===== src/hdl/csscr_pkg.sv =====
// Package for the core status, stack and configuration register set.
// Assumes a single system clock domain and direct byte addressing by the core.
`default_nettype none
package csscr_pkg;
  // ==========================================================
  // Register addresses
  localparam logic [7:0] ADDR_STACK_POINTER_LOW = 8'h81;
  localparam logic [7:0] ADDR_DATA_POINTER_LOW = 8'h82;
  localparam logic [7:0] ADDR_DATA_POINTER_HIGH = 8'h83;
  localparam logic [7:0] ADDR_PROGRAM_CONTROL = 8'h87;
  localparam logic [7:0] ADDR_CORE_CONFIGURATION = 8'hAF;
  localparam logic [7:0] ADDR_STACK_POINTER_HIGH = 8'hB7;
  localparam logic [7:0] ADDR_STACK_BOUNDARY_CONTROL = 8'hBF;
  localparam logic [7:0] ADDR_PROGRAM_STATUS_WORD = 8'hD0;
  // ==========================================================
  // Reset values
  localparam logic [7:0] RST_STACK_POINTER_LOW = 8'h00;
  localparam logic [7:0] RST_DATA_POINTER = 8'h00;
  localparam logic [7:0] RST_PROGRAM_CONTROL = 8'h00;
  localparam logic [7:0] RST_CORE_CONFIGURATION = 8'h81;
  localparam logic [7:0] RST_STACK_POINTER_HIGH = 8'h89;
  localparam logic [7:0] RST_STACK_BOUNDARY_CONTROL = 8'h00;
  localparam logic [7:0] RST_PROGRAM_STATUS_WORD = 8'h00;
  // ==========================================================
  // Field positions
  localparam int PSW_CARRY = 7;
  localparam int PSW_AUX_CARRY = 6;
  localparam int PSW_USER_ZERO = 5;
  localparam int PSW_BANK_HI = 4;
  localparam int PSW_BANK_LO = 3;
  localparam int PSW_OVERFLOW = 2;
  localparam int PSW_USER_ONE = 1;
  localparam int PSW_PARITY = 0;
  localparam int PROGRAM_CONTROL_BAUD_DOUBLER = 7;
  localparam int SPH_BOTTOM_FLAG = 6;
  localparam int SPH_START_HI = 5;
  localparam int SPH_START_LO = 3;
  localparam int SPH_ADDR_HI = 2;
  localparam int SBC_WATER_HI = 7;
  localparam int SBC_WATER_LO = 3;
  localparam int SBC_INT_RESET_SEL = 2;
  localparam int SBC_PROTECT_EN = 1;
  localparam int SBC_WATER_FLAG = 0;
  localparam int CFG_ENH_UART = 6;
  localparam int CFG_SHARED_SERIAL = 5;
  localparam int CFG_CARRIER_MOD = 4;
  localparam int CFG_XRAM_HI = 1;
  localparam int CFG_XRAM_LO = 0;
  localparam logic [10:0] STACK_TOP = 11'h7FF;
  // ==========================================================
  // Carriers
  typedef enum logic [2:0] {
    CSSCR_OP_NONE, CSSCR_OP_ADD, CSSCR_OP_ADDC, CSSCR_OP_SUBB, CSSCR_OP_MUL, CSSCR_OP_DIV
  } csscr_op_t;
  typedef struct packed {
    logic wr;
    logic [7:0] addr;
    logic [7:0] wdata;
  } csscr_bus_t;
  typedef struct packed {
    csscr_op_t op;
    logic carry;
    logic aux_carry;
    logic overflow;
  } csscr_alu_t;
  typedef struct packed {
    logic push;
    logic pop;
  } csscr_stk_t;
  typedef struct packed {
    logic baud_doubler;
    logic enhanced_uart_enable;
    logic shared_serial_select;
    logic carrier_modulation_enable;
    logic xram_access_enable;
    logic [1:0] bank_select;
    logic [15:0] data_pointer_value;
    logic [10:0] stack_address;
  } csscr_cfg_t;
endpackage
`default_nettype wire


===== src/hdl/csscr_regs.sv =====
// Assumes the core presents one register access per enabled cycle.
`default_nettype none
module csscr_regs #(
  parameter int ACC_WIDTH = 8
) (
  input wire logic i_mclk,
  input wire logic i_arst_n,
  input wire logic i_ce,
  input wire csscr_pkg::csscr_bus_t i_bus,
  input wire csscr_pkg::csscr_alu_t i_alu,
  input wire csscr_pkg::csscr_stk_t i_stk,
  input wire logic [ACC_WIDTH-1:0] i_acc,
  output logic [7:0] o_rdata,
  output csscr_pkg::csscr_cfg_t o_cfg,
  output logic o_violation_irq,
  output logic o_violation_rst
);
  import csscr_pkg::*;

  typedef struct packed {
    logic [7:0] program_status_word;
    logic [7:0] program_control;
    logic [7:0] data_pointer_low;
    logic [7:0] data_pointer_high;
    logic [7:0] spl;
    logic [7:0] stack_pointer_high;
    logic [7:0] sbc;
    logic [7:0] cfg;
    logic [7:0] rdata;
    csscr_cfg_t out;
    logic irq;
    logic rst;
  } csscr_state_t;

  csscr_state_t st;
  csscr_state_t next_st;
  logic parity;
  logic below_start;
  logic at_water;
  logic [10:0] cand;
  logic cand_valid;
  logic [10:0] cur_sp;
  logic [10:0] start_addr;

  // ==========================================================
  // Helpers
  csscr_parity #(
    .WIDTH(ACC_WIDTH)
  ) u_parity (
    .i_data(i_acc),
    .o_parity(parity)
  );

  csscr_stack_guard u_guard (
    .i_candidate(cand),
    .i_start_bits(st.stack_pointer_high[SPH_START_HI:SPH_START_LO]),
    .i_water_setting(st.sbc[SBC_WATER_HI:SBC_WATER_LO]),
    .o_below_start(below_start),
    .o_at_waterline(at_water)
  );

  function automatic logic [7:0] read_reg(input csscr_state_t s, input logic [7:0] a);
    logic [7:0] v;
    v = 8'h00;
    case (a)
      ADDR_STACK_POINTER_LOW: v = s.spl;
      ADDR_DATA_POINTER_LOW: v = s.data_pointer_low;
      ADDR_DATA_POINTER_HIGH: v = s.data_pointer_high;
      ADDR_PROGRAM_CONTROL: v = s.program_control;
      ADDR_CORE_CONFIGURATION: v = s.cfg;
      ADDR_STACK_POINTER_HIGH: v = s.stack_pointer_high;
      ADDR_STACK_BOUNDARY_CONTROL: v = s.sbc;
      ADDR_PROGRAM_STATUS_WORD: v = s.program_status_word;
      default: v = 8'h00;
    endcase
    return v;
  endfunction

  assign cur_sp = {st.stack_pointer_high[SPH_ADDR_HI:0], st.spl};
  assign start_addr = {st.stack_pointer_high[SPH_START_HI:SPH_START_LO], 8'h00};

  // ==========================================================
  // Candidate stack pointer
  always_comb
  begin
    cand = cur_sp;
    cand_valid = 1'b0;
    if (i_bus.wr && i_bus.addr == ADDR_STACK_POINTER_LOW)
    begin
      cand = {cur_sp[10:8], i_bus.wdata};
      cand_valid = 1'b1;
    end
    else if (i_bus.wr && i_bus.addr == ADDR_STACK_POINTER_HIGH)
    begin
      cand = {i_bus.wdata[SPH_ADDR_HI:0], cur_sp[7:0]};
      cand_valid = 1'b1;
    end
    else if (i_stk.push && !i_bus.wr)
    begin
      // Overflow past top wraps to start
      cand = (cur_sp == STACK_TOP) ? start_addr : 11'(cur_sp + 11'h001);
      cand_valid = 1'b1;
    end
    else if (i_stk.pop && !i_bus.wr)
    begin
      cand = 11'(cur_sp - 11'h001);
      cand_valid = 1'b1;
    end
  end

  // ==========================================================
  // Next state
  always_comb
  begin
    logic bottom_hit;
    logic water_hit;
    logic prot;
    logic [7:0] new_sph;
    bottom_hit = 1'b0;
    water_hit = 1'b0;
    prot = 1'b0;
    new_sph = 8'h00;
    next_st = st;
    prot = st.sbc[SBC_PROTECT_EN];
    bottom_hit = prot && cand_valid && below_start;
    water_hit = prot && cand_valid && at_water && !bottom_hit;
    // Register writes
    if (i_bus.wr)
    begin
      case (i_bus.addr)
        ADDR_PROGRAM_STATUS_WORD: next_st.program_status_word[7:1] = i_bus.wdata[7:1];
        ADDR_PROGRAM_CONTROL: next_st.program_control = i_bus.wdata;
        ADDR_DATA_POINTER_LOW: next_st.data_pointer_low = i_bus.wdata;
        ADDR_DATA_POINTER_HIGH: next_st.data_pointer_high = i_bus.wdata;
        ADDR_STACK_POINTER_LOW:
        begin
          if (!bottom_hit)
          begin
            next_st.spl = i_bus.wdata;
          end
        end
        ADDR_STACK_POINTER_HIGH:
        begin
          new_sph = i_bus.wdata;
          // Flag is sticky: writing one does not set it
          new_sph[SPH_BOTTOM_FLAG] = i_bus.wdata[SPH_BOTTOM_FLAG] &
            st.stack_pointer_high[SPH_BOTTOM_FLAG];
          if (bottom_hit)
          begin
            new_sph[SPH_ADDR_HI:0] = st.stack_pointer_high[SPH_ADDR_HI:0];
          end
          next_st.stack_pointer_high = new_sph;
        end
        ADDR_STACK_BOUNDARY_CONTROL:
        begin
          next_st.sbc[7:1] = i_bus.wdata[7:1];
          next_st.sbc[SBC_WATER_FLAG] = i_bus.wdata[SBC_WATER_FLAG] &
            st.sbc[SBC_WATER_FLAG];
        end
        ADDR_CORE_CONFIGURATION: next_st.cfg = i_bus.wdata;
        default: next_st.cfg = next_st.cfg;
      endcase
    end
    else if (cand_valid && !bottom_hit)
    begin
      next_st.spl = cand[7:0];
      next_st.stack_pointer_high[SPH_ADDR_HI:0] = cand[10:8];
    end
    // Arithmetic flags from the core
    case (i_alu.op)
      CSSCR_OP_ADD, CSSCR_OP_ADDC:
      begin
        next_st.program_status_word[PSW_CARRY] = i_alu.carry;
        next_st.program_status_word[PSW_AUX_CARRY] = i_alu.aux_carry;
        next_st.program_status_word[PSW_OVERFLOW] = i_alu.overflow;
      end
      CSSCR_OP_SUBB, CSSCR_OP_MUL, CSSCR_OP_DIV:
      begin
        next_st.program_status_word[PSW_CARRY] = i_alu.carry;
        next_st.program_status_word[PSW_OVERFLOW] = i_alu.overflow;
      end
      default: next_st.program_status_word = next_st.program_status_word;
    endcase
    next_st.program_status_word[PSW_PARITY] = parity;
    // Sticky flags: set wins over clear
    if (bottom_hit)
    begin
      next_st.stack_pointer_high[SPH_BOTTOM_FLAG] = 1'b1;
    end
    if (water_hit)
    begin
      next_st.sbc[SBC_WATER_FLAG] = 1'b1;
    end
    // Violation response
    next_st.irq = (bottom_hit || water_hit) && !st.sbc[SBC_INT_RESET_SEL];
    next_st.rst = (bottom_hit || water_hit) && st.sbc[SBC_INT_RESET_SEL];
    // Outputs
    next_st.rdata = read_reg(next_st, i_bus.addr);
    next_st.out.baud_doubler = next_st.program_control[PROGRAM_CONTROL_BAUD_DOUBLER];
    next_st.out.enhanced_uart_enable = next_st.cfg[CFG_ENH_UART];
    next_st.out.shared_serial_select = next_st.cfg[CFG_SHARED_SERIAL];
    next_st.out.carrier_modulation_enable = next_st.cfg[CFG_CARRIER_MOD];
    next_st.out.xram_access_enable = next_st.cfg[CFG_XRAM_HI] |
      next_st.cfg[CFG_XRAM_LO];
    next_st.out.bank_select = next_st.program_status_word[PSW_BANK_HI:PSW_BANK_LO];
    next_st.out.data_pointer_value = {next_st.data_pointer_high, next_st.data_pointer_low};
    next_st.out.stack_address = {next_st.stack_pointer_high[SPH_ADDR_HI:0], next_st.spl};
  end

  // ==========================================================
  // State register
  always_ff @(posedge i_mclk or negedge i_arst_n)
  begin
    if (!i_arst_n)
    begin
      st.program_status_word <= RST_PROGRAM_STATUS_WORD;
      st.program_control <= RST_PROGRAM_CONTROL;
      st.data_pointer_low <= RST_DATA_POINTER;
      st.data_pointer_high <= RST_DATA_POINTER;
      st.spl <= RST_STACK_POINTER_LOW;
      st.stack_pointer_high <= RST_STACK_POINTER_HIGH;
      st.sbc <= RST_STACK_BOUNDARY_CONTROL;
      st.cfg <= RST_CORE_CONFIGURATION;
      st.rdata <= 8'h00;
      st.out.baud_doubler <= 1'b0;
      st.out.enhanced_uart_enable <= 1'b0;
      st.out.shared_serial_select <= 1'b0;
      st.out.carrier_modulation_enable <= 1'b0;
      st.out.xram_access_enable <= 1'b1;
      st.out.bank_select <= 2'h0;
      st.out.data_pointer_value <= 16'h0000;
      st.out.stack_address <= 11'h100;
      st.irq <= 1'b0;
      st.rst <= 1'b0;
    end
    else if (i_ce)
    begin
      st <= next_st;
    end
  end

  assign o_rdata = st.rdata;
  assign o_cfg = st.out;
  assign o_violation_irq = st.irq;
  assign o_violation_rst = st.rst;

  // ==========================================================
  // Checks
  chk_parity_even: assert property (@(posedge i_mclk) disable iff (!i_arst_n)
    i_ce |=> ((^$past(i_acc)) ^ st.program_status_word[PSW_PARITY]) == 1'b0)
    else $error("parity bit not even");
  chk_bank_out: assert property (@(posedge i_mclk) disable iff (!i_arst_n)
    o_cfg.bank_select == st.program_status_word[4:3])
    else $error("bank select mismatch");
  chk_data_pointer_word_word: assert property (@(posedge i_mclk) disable iff (!i_arst_n)
    o_cfg.data_pointer_value == {st.data_pointer_high, st.data_pointer_low})
    else $error("data pointer word mismatch");
  chk_carry_update: assert property (@(posedge i_mclk) disable iff (!i_arst_n)
    (i_ce && i_alu.op == CSSCR_OP_SUBB) |=> st.program_status_word[PSW_CARRY] == $past(i_alu.carry))
    else $error("carry not updated");
  chk_no_resp_off: assert property (@(posedge i_mclk) disable iff (!i_arst_n)
    (i_ce && !st.sbc[SBC_PROTECT_EN]) |=> !o_violation_irq && !o_violation_rst)
    else $error("violation while disabled");
  chk_bottom_ignore: assert property (@(posedge i_mclk) disable iff (!i_arst_n)
    (i_ce && st.sbc[SBC_PROTECT_EN] && i_bus.wr && i_bus.addr == ADDR_STACK_POINTER_LOW
     && {st.stack_pointer_high[2:0], i_bus.wdata} < start_addr)
    |=> $stable(st.spl) && st.stack_pointer_high[SPH_BOTTOM_FLAG])
    else $error("bottom write not ignored");
  chk_water_zero: assert property (@(posedge i_mclk) disable iff (!i_arst_n)
    (i_ce && st.sbc[7:3] == 5'h00 && !below_start) |=> !o_violation_irq && !o_violation_rst)
    else $error("waterline response with zero setting");
  chk_xram_enable: assert property (@(posedge i_mclk) disable iff (!i_arst_n)
    o_cfg.xram_access_enable == (st.cfg[1] | st.cfg[0]))
    else $error("xram enable mismatch");
  chk_stack_wrap: assert property (@(posedge i_mclk) disable iff (!i_arst_n)
    (i_ce && !i_bus.wr && i_stk.push && cur_sp == STACK_TOP && !st.sbc[SBC_PROTECT_EN])
    |=> cur_sp == $past(start_addr))
    else $error("stack did not wrap");
  chk_overflow_update: assert property (@(posedge i_mclk) disable iff (!i_arst_n)
    (i_ce && i_alu.op != CSSCR_OP_NONE) |=> st.program_status_word[PSW_OVERFLOW] == $past(i_alu.overflow))
    else $error("overflow not updated");
  chk_aux_kept: assert property (@(posedge i_mclk) disable iff (!i_arst_n)
    (i_ce && !i_bus.wr && (i_alu.op == CSSCR_OP_SUBB || i_alu.op == CSSCR_OP_MUL
     || i_alu.op == CSSCR_OP_DIV)) |=> $stable(st.program_status_word[PSW_AUX_CARRY]))
    else $error("aux carry changed by subtract, multiply or divide");
  chk_user_flags: assert property (@(posedge i_mclk) disable iff (!i_arst_n)
    (i_ce && i_bus.wr && i_bus.addr == ADDR_PROGRAM_STATUS_WORD)
    |=> st.program_status_word[PSW_USER_ZERO] == $past(i_bus.wdata[PSW_USER_ZERO])
    && st.program_status_word[PSW_USER_ONE] == $past(i_bus.wdata[PSW_USER_ONE]))
    else $error("user flag write lost");
  chk_response_route: assert property (@(posedge i_mclk) disable iff (!i_arst_n)
    (i_ce && st.sbc[SBC_PROTECT_EN] && cand_valid && below_start)
    |=> o_violation_rst == $past(st.sbc[SBC_INT_RESET_SEL])
    && o_violation_irq == !$past(st.sbc[SBC_INT_RESET_SEL]))
    else $error("violation routed to wrong output");
  chk_water_flag: assert property (@(posedge i_mclk) disable iff (!i_arst_n)
    (i_ce && st.sbc[SBC_PROTECT_EN] && cand_valid && at_water && !below_start)
    |=> st.sbc[SBC_WATER_FLAG] && (o_violation_irq || o_violation_rst))
    else $error("waterline crossing not reported");
  chk_bottom_sticky: assert property (@(posedge i_mclk) disable iff (!i_arst_n)
    (i_ce && st.stack_pointer_high[SPH_BOTTOM_FLAG]
     && !(i_bus.wr && i_bus.addr == ADDR_STACK_POINTER_HIGH)) |=> st.stack_pointer_high[SPH_BOTTOM_FLAG])
    else $error("stack bottom flag lost");
  chk_ce_freeze: assert property (@(posedge i_mclk) disable iff (!i_arst_n)
    !i_ce |=> $stable(o_cfg.data_pointer_value))
    else $error("data pointer moved while clock disabled");
  chk_data_pointer_word_high: assert property (@(posedge i_mclk) disable iff (!i_arst_n)
    (i_ce && i_bus.wr && i_bus.addr == ADDR_DATA_POINTER_HIGH)
    |=> o_cfg.data_pointer_value[15:8] == $past(i_bus.wdata))
    else $error("data pointer high byte not taken");
  chk_serial_select: assert property (@(posedge i_mclk) disable iff (!i_arst_n)
    (i_ce && i_bus.wr && i_bus.addr == ADDR_CORE_CONFIGURATION)
    |=> o_cfg.shared_serial_select == $past(i_bus.wdata[CFG_SHARED_SERIAL]))
    else $error("shared serial select not taken");
  chk_baud_write: assert property (@(posedge i_mclk) disable iff (!i_arst_n)
    (i_ce && i_bus.wr && i_bus.addr == ADDR_PROGRAM_CONTROL)
    |=> o_cfg.baud_doubler == $past(i_bus.wdata[PROGRAM_CONTROL_BAUD_DOUBLER]))
    else $error("baud doubler not taken");
  chk_start_write: assert property (@(posedge i_mclk) disable iff (!i_arst_n)
    (i_ce && i_bus.wr && i_bus.addr == ADDR_STACK_POINTER_HIGH)
    |=> st.stack_pointer_high[SPH_START_HI:SPH_START_LO] == $past(i_bus.wdata[SPH_START_HI:SPH_START_LO]))
    else $error("stack start bits not taken");
  chk_stack_pop: assert property (@(posedge i_mclk) disable iff (!i_arst_n)
    (i_ce && !i_bus.wr && !i_stk.push && i_stk.pop && !st.sbc[SBC_PROTECT_EN])
    |=> cur_sp == 11'($past(cur_sp) - 11'h001))
    else $error("stack pop did not decrement");
endmodule
`default_nettype wire


===== src/hdl/csscr_parity.sv =====
// Even-parity generator for the accumulator.
// Assumes the accumulator value is presented every cycle.
`default_nettype none
module csscr_parity #(
  parameter int WIDTH = 8
) (
  input wire logic [WIDTH-1:0] i_data,
  output logic o_parity
);
  // Parity bit plus ones count is even
  assign o_parity = ^i_data;
endmodule
`default_nettype wire


===== src/hdl/csscr_stack_guard.sv =====
// Stack boundary checks: bottom and waterline comparison.
// Assumes the caller gates results with the protection enable.
`default_nettype none
module csscr_stack_guard (
  input wire logic [10:0] i_candidate,
  input wire logic [2:0] i_start_bits,
  input wire logic [4:0] i_water_setting,
  output logic o_below_start,
  output logic o_at_waterline
);
  import csscr_pkg::*;
  logic [10:0] start_addr;
  logic [10:0] water_addr;
  assign start_addr = {i_start_bits, 8'h00};
  assign water_addr = STACK_TOP - {6'h00, i_water_setting};
  assign o_below_start = i_candidate < start_addr;
  // Zero setting disables the waterline
  assign o_at_waterline = (i_water_setting != 5'h00) && (i_candidate >= water_addr);
endmodule
`default_nettype wire


===== config.mk =====
export PLATFORM = sky130hd
export DESIGN_NAME = csscr_regs
export DESIGN_NICKNAME = d
export VERILOG_FILES = /design/src/hdl/csscr_pkg.sv /design/src/hdl/csscr_regs.sv /design/src/hdl/csscr_parity.sv /design/src/hdl/csscr_stack_guard.sv
export SDC_FILE = /design/constraint.sdc
export NUM_CORES = 1
export LEC_CHECK = 0
export ABC_CLOCK_PERIOD_IN_PS = 11800
export BUFFER_PORTS_ARGS = -buffer_cell sky130_fd_sc_hd__buf_4
export CORE_MARGIN = 5
export CORE_UTILIZATION = 30
export DETAILED_ROUTE_END_ITERATION = 10
export GPL_TIMING_DRIVEN = 0
export PLACE_DENSITY = 0.45
export SLEW_MARGIN = 20
export SYNTH_ARGS = -nofsm -noshare
export SYNTH_HDL_FRONTEND = slang
export SYNTH_SLANG_ARGS = --single-unit

===== constraint.sdc =====
create_clock -name i_mclk -period 11.8 [get_ports i_mclk]
set_clock_uncertainty 0.05 [all_clocks]
set_input_delay 3.54 -clock i_mclk [delete_from_list [all_inputs] [get_ports i_mclk]]
set_output_delay 3.54 -clock i_mclk [all_outputs]
set_load 0.02 [all_outputs]

* Word-level counts from Yosys, hierarchy flattened
Cells that the tools add are included.
Cells by class: bitwise gates (word level) 3, magnitude comparators 2, add/sub/neg operators 3, reductions and logical operators 20, equality and inequality tests 14, muxes and demuxes 33
Operator list (count):
- $mux 8 | 10
- $eq 8x8->1 const B | 8
- $pmux 8 s8 | 1
- $mux 11 | 5
- $mux 24 | 1
- $mux 16 | 1
- $mux 7 | 2
- $logic_and 1x1->1 | 12
- $add 11x1->11 const B | 1
- $eq 11x11->1 const B | 1
- $ge 11x11->1 | 1
- $lt 11x11->1 | 1
- $sub 11x1->11 const B | 1
- $mux 1 | 9
- $mux 3 | 3
- $reduce_xor 8->1 | 1
- $sub 1x6->7 const A | 1
- $eq 3x2->1 const B | 2
- $eq 3x3->1 const B | 2
- $mux 5 | 1
- $reduce_bool 5->1 | 1
- $reduce_or 5->1 | 1
- $eq 3x1->1 const B | 1
- $logic_not 1->1 | 3
- other kinds (4) | 5
Word-level totals: bits of input ports 36, word-level logic and storage cells 94, register bits 108

* Longest topological paths before layout
depth after elaboration 13, mapped depth 17

* Hierarchy
Synthesis repeated with hierarchy kept, for this count alone.
Second synthesis, totals: cells, all modules 664, area, all modules 5836.8 um^2
Modules (own cells, without submodules):
- csscr_regs | seq. area each 1859.3 um^2, times used 1, cells an instance 632, area an instance 5584.1 um^2
- csscr_stack_guard | seq. area each 0.0 um^2, times used 1, cells an instance 25, area an instance 191.4 um^2
- csscr_parity | seq. area each 0.0 um^2, times used 1, cells an instance 7, area an instance 61.3 um^2

* Worst setup path after synthesis
No wires, ideal clock.
path kind input to register, start point input i_bus[16] (netlist name), end point register st (netlist bit cur_sp[4]), path slack 5.137 ns, cell stages on the path 13, path buffers 1, data required time 11.625 ns, setup time 0.125 ns, data arrival time 6.489 ns, path through buf_2 or3b_1 or3_1 nor3_1 and4bb_2 or2_2 ha_1 nand2_1 nand4b_1 a21oi_1 a21oi_4 nand2_2 mux2_2
On the way: cells in the longest elaborated chain, start to end 12, elaborated cells between the ends (all ways) 22, those cells by class 1 x order compare; 12 x mux; 9 x reduce/logical
Ends and longest elaborated chain:
- start: declaration | line csscr_regs.sv:9 | input wire csscr_pkg::csscr_bus_t i_bus,
- $logic_not 1->1 | line csscr_regs.sv:98, csscr_regs.sv:104
- $logic_and 1x1->1 | line csscr_regs.sv:104 | else if (i_stk.pop && !i_bus.wr)
- $mux 11 or $mux 1 (tied branches) | line csscr_regs.sv:104
- $mux 11 or $mux 1 (tied branches) | line csscr_regs.sv:98 | else if (i_stk.push && !i_bus.wr)
- $mux 11 or $mux 1 (tied branches) | line csscr_regs.sv:93 | else if (i_bus.wr && i_bus.addr == ADDR_STACK_POINTER_HIGH)
- $mux 11 or $mux 1 (tied branches) | line csscr_regs.sv:88 | if (i_bus.wr && i_bus.addr == ADDR_STACK_POINTER_LOW)
- $lt 11x11->1 or $logic_and 1x1->1 (tied branches) | line csscr_stack_guard.sv:16, csscr_regs.sv:125
- $logic_and 1x1->1 | line csscr_regs.sv:125 | bottom_hit = prot && cand_valid && below_start;
- $logic_not 1->1 | line csscr_regs.sv:164 | else if (cand_valid && !bottom_hit)
- $logic_and 1x1->1 | line csscr_regs.sv:164
- $mux 8 | line csscr_regs.sv:164
- $mux 8 * | line csscr_regs.sv:128 | if (i_bus.wr)
- end signal: assignment | line csscr_regs.sv:238 | st <= next_st;
- end: declaration | line csscr_regs.sv:35 | csscr_state_t st;
Every way passes the cells marked *; elsewhere a longest branch is shown, timed or not. A chain may end at the register's enable or synchronous reset.

* Worst setup path in the final report
start point input i_bus[11] (netlist name), end point register st (netlist bit o_violation_rst)
On the way: cells in the longest elaborated chain, start to end 10, elaborated cells between the ends (all ways) 18, those cells by class 2 x order compare; 2 x eq/ne; 4 x mux; 10 x reduce/logical
Ends and longest elaborated chain:
- $eq 8x8->1
- $logic_and 1x1->1 | line csscr_regs.sv:93
- $mux 11 or $mux 1 (tied branches) | line csscr_regs.sv:93
- $mux 11 or $mux 1 (tied branches) | line csscr_regs.sv:88
- $ge 11x11->1 (tied with other cells) | line csscr_stack_guard.sv:18 | assign o_at_waterline = (i_water_setting != 5'h00) && (i_candidate >= water_addr);
- $logic_and 1x1->1, on equally long branches | line csscr_stack_guard.sv:18, csscr_regs.sv:125
- $logic_and 1x1->1 or $logic_not 1->1 (tied branches) | line csscr_regs.sv:126 | water_hit = prot && cand_valid && at_water && !bottom_hit;
- $logic_and 1x1->1 | line csscr_regs.sv:126
- $logic_or 1x1->1 * | line csscr_regs.sv:196 | next_st.rst = (bottom_hit || water_hit) && st.sbc[SBC_INT_RESET_SEL];
- $logic_and 1x1->1 * | line csscr_regs.sv:196
Marks and branches as above.

==> impl_metrics.tcl <==
set metrics [dict create \
    rsz0062_at_grt "no" \
    crit_path_top_delay_cell "o221ai_1" \
    peakVddDrop_v 0.00008459 \
    insertion_delay_ns 0.35 \
    netlist_area_sq_um 5114 \
    rows 47 \
    grt_max_degree 75 \
    final_area_sq_um 6217 \
    layout-drive-gt1-share_pct 33.66 \
    maxCapViolations 0 \
    p_leak_uw 0.002812 \
    synth.distinct_cells 73 \
    io_pins 80 \
    syn_to_final_growth_pct 21.58 \
    cts_buffer_depth 2 \
    cts_buffers 9 \
    final_nets 658 \
    grt_pass1_wl_um 26930 \
    tightest_slew_ns 1.069 \
    slew_headroom_pct 28.16 \
    synth_area_leader_cell "dfrtp_1" \
    outcome "completed" \
    place_area_sq_um 5921 \
    hp-class "reg -> reg" \
    slew_viol_final 0 \
    period_needed_ns 6.947 \
    wl_per_cell_um 20.58 \
    ys_seq_area_share_pct 36.36 \
    yosys.area.top_type_share_pct 33.28 \
    grt_overflow_total 0 \
    vias 4500 \
    crit_type "in -> reg" \
    placedCellCount 822 \
    nFillCells 1684 \
    cp-end-kind "flip-flop" \
    detailedPlacementHpwl_um 13110 \
    startpoint_type "primary input" \
    synth.avg_cell_area_sq_um 9.612 \
    cellPowerDensity_nw_per_um2 137.1 \
    hold_ws_ns 0.4407 \
    synth_area_leaders "dfrtp_1, mux2_2, buf_4" \
    synth_most_common_cell "dfrtp_1" \
    timing.setup.tns_ns 0 \
    r2r_slack_ns 7.41 \
    cts_sinks 74 \
    cts_tree "built" \
    hold_viol_final 0 \
    htreeDepth 3 \
    synth_edf_count 0 \
    max_freq_ghz 0.1440 \
    gp_congestion 0.8278 \
    cts_setup_buffers 0 \
    slowest_delay_ns 0.50 \
    cp_max_fo 9 \
    grt.total_usage_pct 17.55 \
    vias_per_cell 5.370 \
    grt_pass1_vias 4604 \
    die_w_um 140.6 \
    wl_um 17250 \
    instances_no_fill 838 \
    async_flop_share_pct 100.0 \
    critPathBufInv 2 \
    die_h_um 140.6 \
    drc 0 \
    antenna_found_initial 0 \
    fp.dieArea_sq_um 19760 \
    io_buffers 69 \
    ant_nets 0 \
    period_share_pct 58.87 \
    syn_nets 577 \
    setup_viol 0 \
    drt_iter0_drc 285 \
    synthTopCellsByCount "dfrtp_1, mux2_2, buf_4, nand2_1, nor2_1" \
    worstPathRequired_ns 11.97 \
    cts_root_buf "clkbuf_16" \
    cp_cell_sequence "clkbuf_1, nor4_1, and3_1, clkbuf_1, nand2_1, o221ai_1, ha_1, nand2b_1, a211o_1, o2111ai_1, a221oi_1, and4b_1, nor2_1, o2bb2ai_1" \
    cts_hold_buf 0 \
    insertedDiodeCount 0 \
    synth_cells 532 \
    crit_arrival_ns 7.11 \
    path_delay_family "simple AND/OR/NAND/NOR gates" \
    synth_seq_cells 74 \
    yosysWarnings 0 \
    yosys_most_used_dff "dfrtp_1" \
    start_util_pct 30.73 \
    firstDrtPassIters 5 \
    cts_resized 0 \
    path_clk_slew_ns 0.06 \
    core_sq_um 16640 \
    cp_common_cell "clkbuf_1" \
]
[metal layers]
metal / wire length (um) / GRT usage [%]
met1: 7757 / 23.04
met2: 8136 / 28.33
met3: 1052 / 4.942
met4: 299 / 4.946
met5: 0 / 0
[worst reg2reg max path, delay by kind of cell (launching register included)]
kind            cells  cell delay [ns]
mux                 1             0.24
compound gates      2             0.37
buf+inv             3             0.59
simple gates        9             2.17
fa+ha+maj           2             0.51
flops               1             0.40
[power breakdown]
group	total (uW)	internal (uW)	switching [uW]
logic	284	121	163
clock network	262	148	114
registers	306	277	28.9
[per-stage QoR]
stage                     power [uW]  util (%)  setup slack, ns
after global routing           901.3     37.36            4.511
final                          852.2     37.36            4.853
after CTS                      862.0     37.22            4.873
after global placement         591.2     35.49            4.530
after detailed placement       594.1     35.58            4.513
after floorplan                491.3         -            5.137
[registers in the layout, summed over array words and instances (netlist names)]
signal           cells
cur_sp              10
o_cfg                3
o_rdata              8
o_violation_irq      1
o_violation_rst      1
st                  51
[area by class of cell]
cell class              instances  area [sq um]  share of cell area, %
plain buffers                  72         442.9                  7.124
inverters                      11         41.29                 0.6641
well taps                     220         275.3                  4.427
clock buffers                  12         246.5                  3.965
multi-input cells             375          2796                  44.98
clock inverters                 4         26.28                 0.4226
flip-flops and latches         74          1859                  29.91
repair buffers                 70         529.3                  8.513
[final timing paths]
path                                      start               to  cells past startpoint
worst min-delay path            o_violation_irq  o_violation_irq                      2
worst min register to register  o_violation_irq  o_violation_irq                      2
worst max-delay path                  i_bus[11]  o_violation_rst                     14
worst max register to register        cur_sp[1]       o_rdata[0]                     17
min in group asynchronous              i_arst_n       o_rdata[7]                      1
max in group asynchronous              i_arst_n           st[98]                      1
[logic make-up after synthesis]
group / Yosys count / synth area share, %
compound gates: 131 / 18.20
fa+ha+maj: 9 / 2.202
mux: 72 / 15.37
xor+xnor: 14 / 2.398
buf+inv: 83 / 9.469
flops: 74 / 36.36
simple gates: 149 / 16.00
[layout by cell type, fill, tap and decap left out, types with 6 or more instances in the layout]
master,Yosys,final
dfrtp_1,68,68
xnor2_1,10,10
mux2i_1,20,20
a22oi_1,6,6
buf_2,6,6
and2_1,7,7
a21oi_1,23,23
clkbuf_16,0,9
nand4b_1,6,6
nand3_1,13,13
nand4_1,6,6
o21ai_1,10,10
dfstp_2,6,6
o21ai_0,22,22
nand2_1,42,42
inv_1,11,11
nor3_1,7,7
mux2_2,49,49
buf_4,42,111
nor2_1,24,24
a221oi_1,8,8
a2bb2oi_1,8,8
clkbuf_1,22,24
ha_1,9,9
Power figures use the tool's default switching activity.
